<file path="config.mk">
export PLATFORM = sky130hd
export DESIGN_NAME = dhi_host_port
export DESIGN_NICKNAME = d
export VERILOG_FILES = /design/src/shared/dhi_pkg.sv /design/src/shared/dhi_sync_if.sv /design/src/core/dhi_host_port.sv /design/src/core/dhi_pin_sync.sv
export SDC_FILE = /design/constraint.sdc
export NUM_CORES = 1
export LEC_CHECK = 0
export ABC_AREA = 1
export BUFFER_PORTS_ARGS = -buffer_cell sky130_fd_sc_hd__buf_2
export CORE_ASPECT_RATIO = 2
export CORE_MARGIN = 3
export CORE_UTILIZATION = 30
export CTS_CLUSTER_DIAMETER = 200
export DETAILED_ROUTE_END_ITERATION = 6
export MAX_ROUTING_LAYER = met4
export PLACE_DENSITY = 0.47
export REMOVE_ABC_BUFFERS = 1
export SETUP_SLACK_MARGIN = 0.02
export SLEW_MARGIN = 20
export SYNTH_ARGS = -nofsm -noshare
export SYNTH_HDL_FRONTEND = slang
export SYNTH_SLANG_ARGS = --single-unit
</file>
<file path="constraint.sdc">
create_clock -name clk_i -period 14.9 [get_ports clk_i]
set_input_delay 1.49 -clock clk_i [delete_from_list [all_inputs] [get_ports clk_i]]
set_output_delay 1.49 -clock clk_i [all_outputs]
set_load 0.05 [all_outputs]
</file>
<file path="src/shared/dhi_pkg.sv">
// Constants and types shared by the display host port design
package dhi_pkg;

	// ----------------------------------------
	// Mode strap codes, ordered {hi, mid, lo}
	// ----------------------------------------
	localparam logic [2:0] STRAP_P8 = 3'h0;
	localparam logic [2:0] STRAP_P9 = 3'h1;
	localparam logic [2:0] STRAP_P16 = 3'h2;
	localparam logic [2:0] STRAP_P18 = 3'h3;
	localparam logic [2:0] STRAP_S3 = 3'h5;
	localparam logic [2:0] STRAP_S4 = 3'h7;
	localparam logic [2:0] STRAP_RST = 3'h0;

	typedef enum logic [6:0] {
		MODE_P8 = 7'h01,
		MODE_P9 = 7'h02,
		MODE_P16 = 7'h04,
		MODE_P18 = 7'h08,
		MODE_S3 = 7'h10,
		MODE_S4 = 7'h20,
		MODE_NONE = 7'h40
	} dhi_mode_t;

	// ----------------------------------------
	// Data bus widths and serial framing
	// ----------------------------------------
	localparam int BUS_W = 18;
	localparam logic [17:0] MASK_P8 = 18'h000FF;
	localparam logic [17:0] MASK_P9 = 18'h001FF;
	localparam logic [17:0] MASK_P16 = 18'h0FFFF;
	localparam logic [17:0] MASK_P18 = 18'h3FFFF;
	localparam logic [17:0] WORD_RST = 18'h00000;
	localparam logic [3:0] S3_LAST = 4'h8;
	localparam logic [3:0] S4_LAST = 4'h7;
	localparam logic [3:0] CNT_ZERO = 4'h0;
	localparam logic [3:0] CNT_ONE = 4'h1;
	localparam logic [7:0] SH_RST = 8'h00;

	// ----------------------------------------
	// Positions in the synchronised pin vector
	// ----------------------------------------
	localparam int SI_CS = 0;
	localparam int SI_SCL = 1;
	localparam int SI_WR = 2;
	localparam int SI_RD = 3;
	localparam int SI_VS = 4;
	localparam int SI_HS = 5;
	localparam int SI_DE = 6;
	localparam int SI_PCLK = 7;
	localparam int SI_SDA = 8;
	localparam int SI_RST = 9;
	localparam int SI_STRAP = 10;
	localparam int SI_BUS = 13;
	localparam int SYNC_W = 31;

endpackage : dhi_pkg

</file>
<file path="src/shared/dhi_sync_if.sv">
// Interface carrying synchronised pin levels and their edges
`timescale 1ns/1ps
`default_nettype none
interface dhi_sync_if #(parameter int W = 1);
	logic [W-1:0] level;
	logic [W-1:0] rise;
	logic [W-1:0] fall;
	modport prod (output level, output rise, output fall);
	modport cons (input level, input rise, input fall);
endinterface : dhi_sync_if
`default_nettype wire

</file>
<file path="src/core/dhi_host_port.sv">
// Display host port: parallel, serial and pixel-stream receive logic
`timescale 1ns/1ps
`default_nettype none
// Notes on behaviour
// - Straps 000/001/010/011 give parallel bus widths 8/9/16/18 bits.
// - Straps 101 give 3-wire 9-bit serial; 111 give 4-wire 8-bit serial.
// - Parallel transfers: data/command select high is data, low is command.
// - In serial modes the data/command select pin carries the serial clock.
// - Serial input bits are sampled on the rising serial clock edge.
// - In 4-wire serial the write strobe pin selects command or parameter.
// - Serial read data leaves on its own output line, not the input line.
// - Shared 18-bit bus; direction follows read and write strobes.
// - Pixel words are taken only while data enable is high.
// - Each pixel word is timed by the rising pixel clock edge.
module dhi_host_port (
	input wire logic clk_i,
	input wire logic sys_rst_i,
	input wire logic mode_strap_hi_i,
	input wire logic mode_strap_mid_i,
	input wire logic mode_strap_lo_i,
	input wire logic host_rst_n_i,
	input wire logic cs_n_i,
	input wire logic data_command_sel_i,
	input wire logic wr_n_i,
	input wire logic rd_n_i,
	input wire logic vsync_i,
	input wire logic hsync_i,
	input wire logic pixel_de_i,
	input wire logic pixel_clock_i,
	input wire logic sda_i,
	output logic sdo_o,
	output logic sdo_oe_o,
	input wire logic [17:0] parallel_data_bus_i,
	output logic [17:0] parallel_data_bus_o,
	output logic parallel_data_bus_oe_o,
	input wire logic pixel_mode_i,
	input wire logic serial_read_i,
	input wire logic [17:0] rd_word_i,
	output logic rd_take_o,
	output logic [17:0] word_o,
	output logic word_dc_o,
	output logic word_vld_o,
	output logic [17:0] pixel_o,
	output logic pixel_vld_o,
	output logic frame_start_o,
	output logic line_start_o,
	output logic [6:0] host_bus_mode_o
);

	// ----------------------------------------
	// Pin synchronisation
	// ----------------------------------------
	dhi_sync_if #(.W(dhi_pkg::SYNC_W)) pins ();
	logic [dhi_pkg::SYNC_W-1:0] pin_vec;

	assign pin_vec = {parallel_data_bus_i, mode_strap_hi_i, mode_strap_mid_i, mode_strap_lo_i,
		host_rst_n_i, sda_i, pixel_clock_i, pixel_de_i, hsync_i, vsync_i, rd_n_i, wr_n_i,
		data_command_sel_i, cs_n_i};

	dhi_pin_sync #(.W(dhi_pkg::SYNC_W)) u_sync (
		.clk_i(clk_i),
		.sys_rst_i(sys_rst_i),
		.pin_i(pin_vec),
		.sync_o(pins.prod)
	);

	logic [17:0] bus_s;
	logic cs_act;
	logic host_rst;
	logic scl_s;
	logic sda_s;

	assign bus_s = pins.level[dhi_pkg::SI_BUS +: dhi_pkg::BUS_W];
	assign cs_act = ~pins.level[dhi_pkg::SI_CS];
	assign host_rst = ~pins.level[dhi_pkg::SI_RST];
	assign scl_s = pins.level[dhi_pkg::SI_SCL];
	assign sda_s = pins.level[dhi_pkg::SI_SDA];

	// ----------------------------------------
	// Mode straps and bus width
	// ----------------------------------------
	logic [2:0] strap_q;
	dhi_pkg::dhi_mode_t mode_d;
	dhi_pkg::dhi_mode_t mode_q;
	logic [17:0] mask;
	logic is_par;
	logic is_ser;

	// Straps are re-read only while held in reset or deselected
	always_ff @(posedge clk_i or posedge sys_rst_i) begin
		if (sys_rst_i) begin
			strap_q <= dhi_pkg::STRAP_RST;
		end else if (host_rst || !cs_act) begin
			strap_q <= pins.level[dhi_pkg::SI_STRAP +: 3];
		end
	end

	always_comb begin
		unique case (strap_q)
			dhi_pkg::STRAP_P8: mode_d = dhi_pkg::MODE_P8;
			dhi_pkg::STRAP_P9: mode_d = dhi_pkg::MODE_P9;
			dhi_pkg::STRAP_P16: mode_d = dhi_pkg::MODE_P16;
			dhi_pkg::STRAP_P18: mode_d = dhi_pkg::MODE_P18;
			dhi_pkg::STRAP_S3: mode_d = dhi_pkg::MODE_S3;
			dhi_pkg::STRAP_S4: mode_d = dhi_pkg::MODE_S4;
			default: mode_d = dhi_pkg::MODE_NONE;
		endcase
	end

	always_ff @(posedge clk_i or posedge sys_rst_i) begin
		if (sys_rst_i) begin
			mode_q <= dhi_pkg::MODE_P8;
		end else begin
			mode_q <= mode_d;
		end
	end

	always_comb begin
		unique case (mode_q)
			dhi_pkg::MODE_P9: mask = dhi_pkg::MASK_P9;
			dhi_pkg::MODE_P16: mask = dhi_pkg::MASK_P16;
			dhi_pkg::MODE_P18: mask = dhi_pkg::MASK_P18;
			default: mask = dhi_pkg::MASK_P8;
		endcase
	end

	assign is_par = (mode_q inside {dhi_pkg::MODE_P8, dhi_pkg::MODE_P9,
		dhi_pkg::MODE_P16, dhi_pkg::MODE_P18}) && !pixel_mode_i;
	assign is_ser = (mode_q inside {dhi_pkg::MODE_S3, dhi_pkg::MODE_S4}) && !pixel_mode_i;
	assign host_bus_mode_o = mode_q;

	// ----------------------------------------
	// Parallel strobes
	// ----------------------------------------
	logic par_wr;
	logic par_rd;
	logic rd_act;

	assign par_wr = is_par && cs_act && !host_rst && pins.rise[dhi_pkg::SI_WR];
	assign par_rd = is_par && cs_act && !host_rst && pins.fall[dhi_pkg::SI_RD];
	assign rd_act = is_par && cs_act && !host_rst && !pins.level[dhi_pkg::SI_RD]
		&& pins.level[dhi_pkg::SI_WR];

	// ----------------------------------------
	// Serial receive
	// ----------------------------------------
	logic [3:0] cnt_q;
	logic [7:0] sh_q;
	logic [3:0] last_bit;
	logic ser_live;
	logic ser_bit;
	logic ser_done;

	assign last_bit = (mode_q == dhi_pkg::MODE_S3) ? dhi_pkg::S3_LAST : dhi_pkg::S4_LAST;
	assign ser_live = is_ser && cs_act && !host_rst;
	assign ser_bit = ser_live && pins.rise[dhi_pkg::SI_SCL];
	assign ser_done = ser_bit && (cnt_q == last_bit);

	always_ff @(posedge clk_i or posedge sys_rst_i) begin
		if (sys_rst_i) begin
			cnt_q <= dhi_pkg::CNT_ZERO;
			sh_q <= dhi_pkg::SH_RST;
		end else if (!ser_live) begin
			cnt_q <= dhi_pkg::CNT_ZERO;
		end else if (ser_bit) begin
			sh_q <= {sh_q[6:0], sda_s};
			cnt_q <= ser_done ? dhi_pkg::CNT_ZERO : cnt_q + dhi_pkg::CNT_ONE;
		end
	end

	// ----------------------------------------
	// Serial transmit on its own output line
	// ----------------------------------------
	logic [7:0] sdo_sh_q;
	logic sdo_load;

	assign sdo_load = ser_live && (pins.fall[dhi_pkg::SI_CS] || ser_done);

	always_ff @(posedge clk_i or posedge sys_rst_i) begin
		if (sys_rst_i) begin
			sdo_sh_q <= dhi_pkg::SH_RST;
		end else if (sdo_load) begin
			sdo_sh_q <= rd_word_i[7:0];
		end else if (ser_live && pins.fall[dhi_pkg::SI_SCL]) begin
			sdo_sh_q <= {sdo_sh_q[6:0], 1'b0};
		end
	end

	always_ff @(posedge clk_i or posedge sys_rst_i) begin
		if (sys_rst_i) begin
			sdo_o <= 1'b0;
		end else begin
			sdo_o <= sdo_sh_q[7];
		end
	end

	assign sdo_oe_o = ser_live && serial_read_i;

	// ----------------------------------------
	// Received word output
	// ----------------------------------------
	always_ff @(posedge clk_i or posedge sys_rst_i) begin
		if (sys_rst_i) begin
			word_o <= dhi_pkg::WORD_RST;
			word_dc_o <= 1'b0;
			word_vld_o <= 1'b0;
		end else if (par_wr) begin
			word_o <= bus_s & mask;
			word_dc_o <= scl_s;
			word_vld_o <= 1'b1;
		end else if (ser_done) begin
			word_o <= {10'h000, sh_q[6:0], sda_s};
			if (mode_q == dhi_pkg::MODE_S4) begin
				word_dc_o <= pins.level[dhi_pkg::SI_WR];
			end else begin
				word_dc_o <= sh_q[7];
			end
			word_vld_o <= 1'b1;
		end else begin
			word_vld_o <= 1'b0;
		end
	end

	// ----------------------------------------
	// Parallel read drive
	// ----------------------------------------
	always_ff @(posedge clk_i or posedge sys_rst_i) begin
		if (sys_rst_i) begin
			parallel_data_bus_o <= dhi_pkg::WORD_RST;
		end else if (par_rd) begin
			parallel_data_bus_o <= rd_word_i & mask;
		end
	end

	assign parallel_data_bus_oe_o = rd_act;

	always_ff @(posedge clk_i or posedge sys_rst_i) begin
		if (sys_rst_i) begin
			rd_take_o <= 1'b0;
		end else begin
			rd_take_o <= par_rd || sdo_load;
		end
	end

	// ----------------------------------------
	// Pixel stream
	// ----------------------------------------
	logic pix_take;

	assign pix_take = pixel_mode_i && !host_rst && pins.rise[dhi_pkg::SI_PCLK]
		&& pins.level[dhi_pkg::SI_DE];

	always_ff @(posedge clk_i or posedge sys_rst_i) begin
		if (sys_rst_i) begin
			pixel_o <= dhi_pkg::WORD_RST;
			pixel_vld_o <= 1'b0;
		end else begin
			pixel_vld_o <= pix_take;
			if (pix_take) begin
				pixel_o <= bus_s;
			end
		end
	end

	always_ff @(posedge clk_i or posedge sys_rst_i) begin
		if (sys_rst_i) begin
			frame_start_o <= 1'b0;
			line_start_o <= 1'b0;
		end else begin
			frame_start_o <= pixel_mode_i && !host_rst && pins.fall[dhi_pkg::SI_VS];
			line_start_o <= pixel_mode_i && !host_rst && pins.fall[dhi_pkg::SI_HS];
		end
	end
endmodule : dhi_host_port
`default_nettype wire

</file>
<file path="src/core/dhi_pin_sync.sv">
// Two-stage synchroniser with edge detection for a vector of pins
`timescale 1ns/1ps
`default_nettype none
module dhi_pin_sync #(
	parameter int W = 1
) (
	input wire logic clk_i,
	input wire logic sys_rst_i,
	input wire logic [W-1:0] pin_i,
	dhi_sync_if.prod sync_o
);
	logic [W-1:0] meta_q;
	logic [W-1:0] stab_q;
	logic [W-1:0] prev_q;
	logic [2:0] fill_q;

	always_ff @(posedge clk_i or posedge sys_rst_i) begin
		if (sys_rst_i) begin
			meta_q <= '0;
			stab_q <= '0;
			prev_q <= '0;
			fill_q <= '0;
		end else begin
			meta_q <= pin_i;
			stab_q <= meta_q;
			prev_q <= stab_q;
			fill_q <= {fill_q[1:0], 1'b1};
		end
	end

	assign sync_o.level = stab_q;
	// Edges held off until all stages carry pin levels: the step from the
	// reset value to a pin's idle level must not look like a strobe edge
	assign sync_o.rise = stab_q & ~prev_q & {W{fill_q[2]}};
	assign sync_o.fall = ~stab_q & prev_q & {W{fill_q[2]}};
endmodule : dhi_pin_sync
`default_nettype wire

</file>
**Yosys cells after proc, flatten, opt, wreduce, memory -nomap -nowiden**

Cells that the tools add are included.

- Latch bits: 0
- Bits in writable memories: 0
- Output and inout port bits: 70
- Logic and storage cells: 89
- Memories: 0
- Bits of input ports: 53
- Memory bits (read-only): 0
- Bits in registers: 164

- Shift operators: 0
- Magnitude comparators: 0
- Multipliers: 0
- Bitwise gates (word level): 10
- Mux-type cells: 15
- Reductions and logical operators: 31
- Equality and inequality tests: 13
- Add/sub/neg operators: 1
- Div/mod/pow operators: 0

Operators with widths:

| kind | number |
|---|---|
| 18-bit case mux with 3 select lines | 1 |
| 7-bit case mux with 6 select lines | 1 |
| 18-bit AND | 2 |
| 18-bit two-way mux | 2 |
| 1-bit logical AND | 20 |
| 8-bit AND | 2 |
| 4-bit two-way mux | 4 |
| 8-bit two-way mux | 2 |
| 6-bit AND | 2 |
| 8-bit NOT | 1 |
| 7-bit by 1-bit == test with 1-bit output, second input constant | 1 |
| 7-bit by 2-bit == test with 1-bit output, second input constant | 1 |
| 7-bit by 3-bit == test with 1-bit output, second input constant | 1 |
| 7-bit by 4-bit == test with 1-bit output, second input constant | 1 |
| 7-bit by 5-bit == test with 1-bit output, second input constant | 1 |
| 7-bit by 6-bit == test with 1-bit output, second input constant | 1 |
| 3-bit by 2-bit == test with 1-bit output, second input constant | 2 |
| 3-bit == test, second input constant | 2 |
| 6-bit NOT | 1 |
| 2-bit nonzero test | 3 |
| 1-bit two-way mux | 5 |
| 4-bit by 1-bit adder with 4-bit output, second input constant | 1 |
| 4-bit == test | 1 |
| 4-bit nonzero test | 1 |
| 7 further kinds | 11 |

**Logic depth before layout (Yosys ltp)**

- Word-level depth: 10
- Depth in mapped cells: 12

**Modules after synthesis**

From an unflattened synthesis, not the netlist that was laid out.

- Cell total of the unflattened synthesis: 648
- Area, all modules: 6,925.4 um^2

By module, submodules not included:

| module | sequential area each (um^2) | instances | area each (um^2) | cells an instance |
|---|---|---|---|---|
| dhi_host_port | 2,278.4 | 1 | 3,943.8 | 419 |
| dhi_pin_sync | 2,402.3 | 1 | 2,981.6 | 229 |

**Worst setup path before layout**

Ideal clock, no wire load.

- Path type: input port to output port
- Start: input pixel_mode_i
- End: output parallel_data_bus_oe_o
- Required time: 13.410 ns
- Slack: 10.552 ns
- Stages: 3
- Arrival time: 2.858 ns
- Cells stage by stage: nor2_1 nand2_2 nor3_1

- Longest elaborated chain between the ends: 6

RTL lines:

| item | line | RTL |
|---|---|---|
| from (decl) | dhi_host_port.sv:36 | `input wire logic pixel_mode_i,` |
| 1-bit zero test | dhi_host_port.sv:128 | `dhi_pkg::MODE_P16, dhi_pkg::MODE_P18}) && !pixel_mode_i;` |
| 1-bit logical AND | dhi_host_port.sv:128 |  |
| 1-bit logical AND (3 in a row) | dhi_host_port.sv:141 | `assign rd_act = is_par && cs_act && !host_rst && !pins.level[dhi_pkg::SI_RD]` |
| 1-bit logical AND | dhi_host_port.sv:142 | `&& pins.level[dhi_pkg::SI_WR];` |
| to (decl) | dhi_host_port.sv:35 | `output logic parallel_data_bus_oe_o,` |

No other way between the ends.

**Worst setup path after layout**

- Start: input pixel_mode_i
- End: output sdo_oe_o

- Longest elaborated chain between the ends: 5

RTL lines:

| item | line | RTL |
|---|---|---|
| 1-bit zero test | dhi_host_port.sv:129 | `assign is_ser = (mode_q inside {dhi_pkg::MODE_S3, dhi_pkg::MODE_S4}) && !pixel_mode_i;` |
| 1-bit logical AND | dhi_host_port.sv:129 |  |
| 1-bit logical AND (2 in a row) | dhi_host_port.sv:155 | `assign ser_live = is_ser && cs_act && !host_rst;` |
| 1-bit logical AND | dhi_host_port.sv:197 | `assign sdo_oe_o = ser_live && serial_read_i;` |
| to (decl) | dhi_host_port.sv:32 | `output logic sdo_oe_o,` |

No other way between the ends.

==> results.cfg <==
[status]
outcome = finished clean

[yosys]
yosys-mux-area-fraction_pct = 0
yosys-top-cells-count = 162 x dfrtp_1, 140 x nand2_1, 49 x nand3_1, 40 x inv_1, 29 x o21ai_0
synth_area_leaders = dfrtp_1 71%, nand2_1 9.2%, nand3_1 4.3%
synth_top_cell_area_share_pct = 70.9
synth_xor_area_share_pct = 0.153
avgSynthCellArea_sq_um = 11.1
ys_ff_latch = 163
synth.most_common_cell = dfrtp_1
synth_top_family_by_area = simple AND/OR/NAND/NOR gates
synth_enable_flop_cells = 0
synth-simple-area-share_pct = 19.1
syn-instance-count = 514
synthArstFlopShare_pct = 100
synth_top_area_cell = dfrtp_1
synthAdderAreaFrac_pct = 0.219
yosysWarnings = 0
synth_compound_gate_area_share_pct = 4.75
ys_seq_area_share_pct = 71.3
synth_cell_types = 34
synth_ff_type = dfrtp_1
syn_area_sq_um = 5720

[clocking]
clock_sinks = 163
root_buffer = clkbuf_16
clkSlewWorstSetupHoldPaths_ns = 0.06
clockBufferDepth = 2
cts_setup_buffers = 0
cts_buffers = 17
htreeDepth = 4
cts_tree = done
worstSkewPairLatency_ns = 0.42
cts_resized = 0
postCtsHoldBufs = 0

[worst_setup_path]
worst_setup_path_end_kind = output pin
crit_fanout = 4
cp_slowest_cell = nor2_1
r2r_slack_ns = 12.10
worstSetupPathType = primary input to output pin
start_kind = primary input
crit_chain = buf_2 -> nor2_1 -> nand2_1 -> nor2_1 -> buf_2
worstPathArrival_ns = 2.47
critical-path-max-stage-delay_ns = 0.27
worstRegToRegCells = 9
worstPathRequired_ns = 13.41

[min_path]
worst_hold_path_type = register to register
whs_path_depth = 0

[layout]
syn2layout_area_growth_pct = 25.8
diodes = 0
drive_gt1_share_pct = 27.6
nNetsFinal = 698

[timing]
tightest_slew_ns = 0.871
timing.fmax_mhz = 253
setup_tns_ns = 0
fin_worst_skew_ns = 0.00800
rsz0062_at_grt = no
final-hold-violation-count = 0
setup_viol = 0
fin_crit_ns = 3.96
drv_slew = 0
fin_crit_sh_pct = 26.6
max_slew_margin_pct = 41.5

[power]
power_frac_clock_pct = 41.8
pwr-share-seq_pct = 46.2
p_int_mw = 0.782
p_leak_nw = 3.75
finalPower_mw = 1.06
ir_drop_mv = 0.0722
comb_power_share_pct = 12.0
sw_frac_of_total_pct = 26.1
power_density_nw_per_um2 = 147
switching_power_mw = 0.276

[grt]
grt_pass1_wl_mm = 21.9
grt_max_degree = 95
antenna_found_initial = 0
grt_pass1_vias = 4191
grt_overflow = 0
grtUsageTotal_pct = 13.9

[die]
core_area_sq_um = 18500
core.rowCount = 70
dieArea_sq_um = 20900
die_height_um = 201
boundaryPins = 123
die_w_um = 104
start_util_pct = 30.9

[route]
wire_per_inst_um = 14.7
drt-vias-per-instance = 4.29
ant_nets = 0
dr.pass1.iters = 4
num_vias = 3894
drc = 0
drt_iter0_drc = 245
wirelength_mm = 13.3

[run]
drv_cap = 0

[placed_design]
portBuffers = 122
place_congestion = 0.746
hpwl_mm = 9.55
cell type report:
class | count | area [sq um]
Multi-Input combinational cell | 292 | 1400
Tap cell | 252 | 315
Fill cell | 1853 | 11300
Timing Repair Buffer | 124 | 626
Clock inverter | 4 | 95.1
Sequential cell | 163 | 4080
Clock buffer | 27 | 503
Inverter | 46 | 178
worst max-delay path, delay by kind of cell:
family / cells / cell delay (ns)
simple gates: 3 / 0.60
buf+inv: 2 / 0.37
power groups by stage:
stage                     registers (mW)  clock network [mW]  logic, mW
after global placement             0.497                   0      0.128
final                              0.489               0.443      0.127
after detailed placement           0.498                   0      0.129
after floorplan                    0.552                   0     0.0326
after global routing               0.493               0.475      0.137
after CTS                          0.490               0.460      0.130
flip-flops by register name, summed over array words and instances (netlist names), 7 cells and up:
name	count
host_bus_mode_o	7
parallel_data_bus_o	18
pixel_o	18
sdo_sh_q	8
sh_q	8
u_sync.meta_q	31
u_sync.prev_q	7
u_sync.sync_o.level	31
word_o	18
routing by layer:
layer	track usage, %	vias up	part of all wire (%)
met5	-	-	0
met4	5.28	0	1.3
met3	3.31	7	3.8
met2	26.0	86	58
met1	13.9	1900	37
li1	-	1901	-
placed cells by master, fill, tap and decap left out, types with 3 or more instances in the layout:
cell type	count
o21ai_2	3
or2_2	10
nand3_1	49
dfrtp_1	162
clkbuf_8	4
nor2_1	22
o21ai_0	29
clkbuf_1	6
nor2_2	3
nand2_2	4
bufinv_16	3
inv_2	4
buf_2	122
o211ai_1	10
clkbuf_16	17
inv_1	39
nand2_1	140
nor3_1	3
nand4_1	5
per-stage QoR:
stage	area (sq um)	instances	setup slack, ns	hold WS (ns)	util (%)
3_5_place_dp	6600	877	10.83	0.335	35.7
3_3_place_gp	6600	877	10.82	0.332	35.7
5_1_grt	7190	908	10.81	0.354	38.9
6_report	7190	908	10.94	0.346	38.9
2_1_floorplan	5640	501	9.01	0.331	-
4_1_cts	7190	908	10.93	0.349	38.9
worst paths after layout:
kind	from	to
max	pixel_mode_i	sdo_oe_o
min	u_sync.meta_q[21]$_DFF_PP0_	u_sync.sync_o.level[21]$_DFF_PP0_
max reg2reg	host_bus_mode_o[2]$_DFF_PP0_	sdo_sh_q[1]$_DFFE_PP0P_
min reg2reg	u_sync.meta_q[21]$_DFF_PP0_	u_sync.sync_o.level[21]$_DFF_PP0_
max in group asynchronous	sys_rst_i	pixel_o[13]$_DFFE_PP0P_
min in group asynchronous	sys_rst_i	line_start_o$_DFF_PP0_
cell families after synthesis:
kind of cell | Yosys count
compound gates | 46
simple gates | 243
buf+inv | 59
flops | 163
fa+ha+maj | 1
xor+xnor | 1
other cells | 1
No activity file was read; power rests on OpenSTA's default activity.
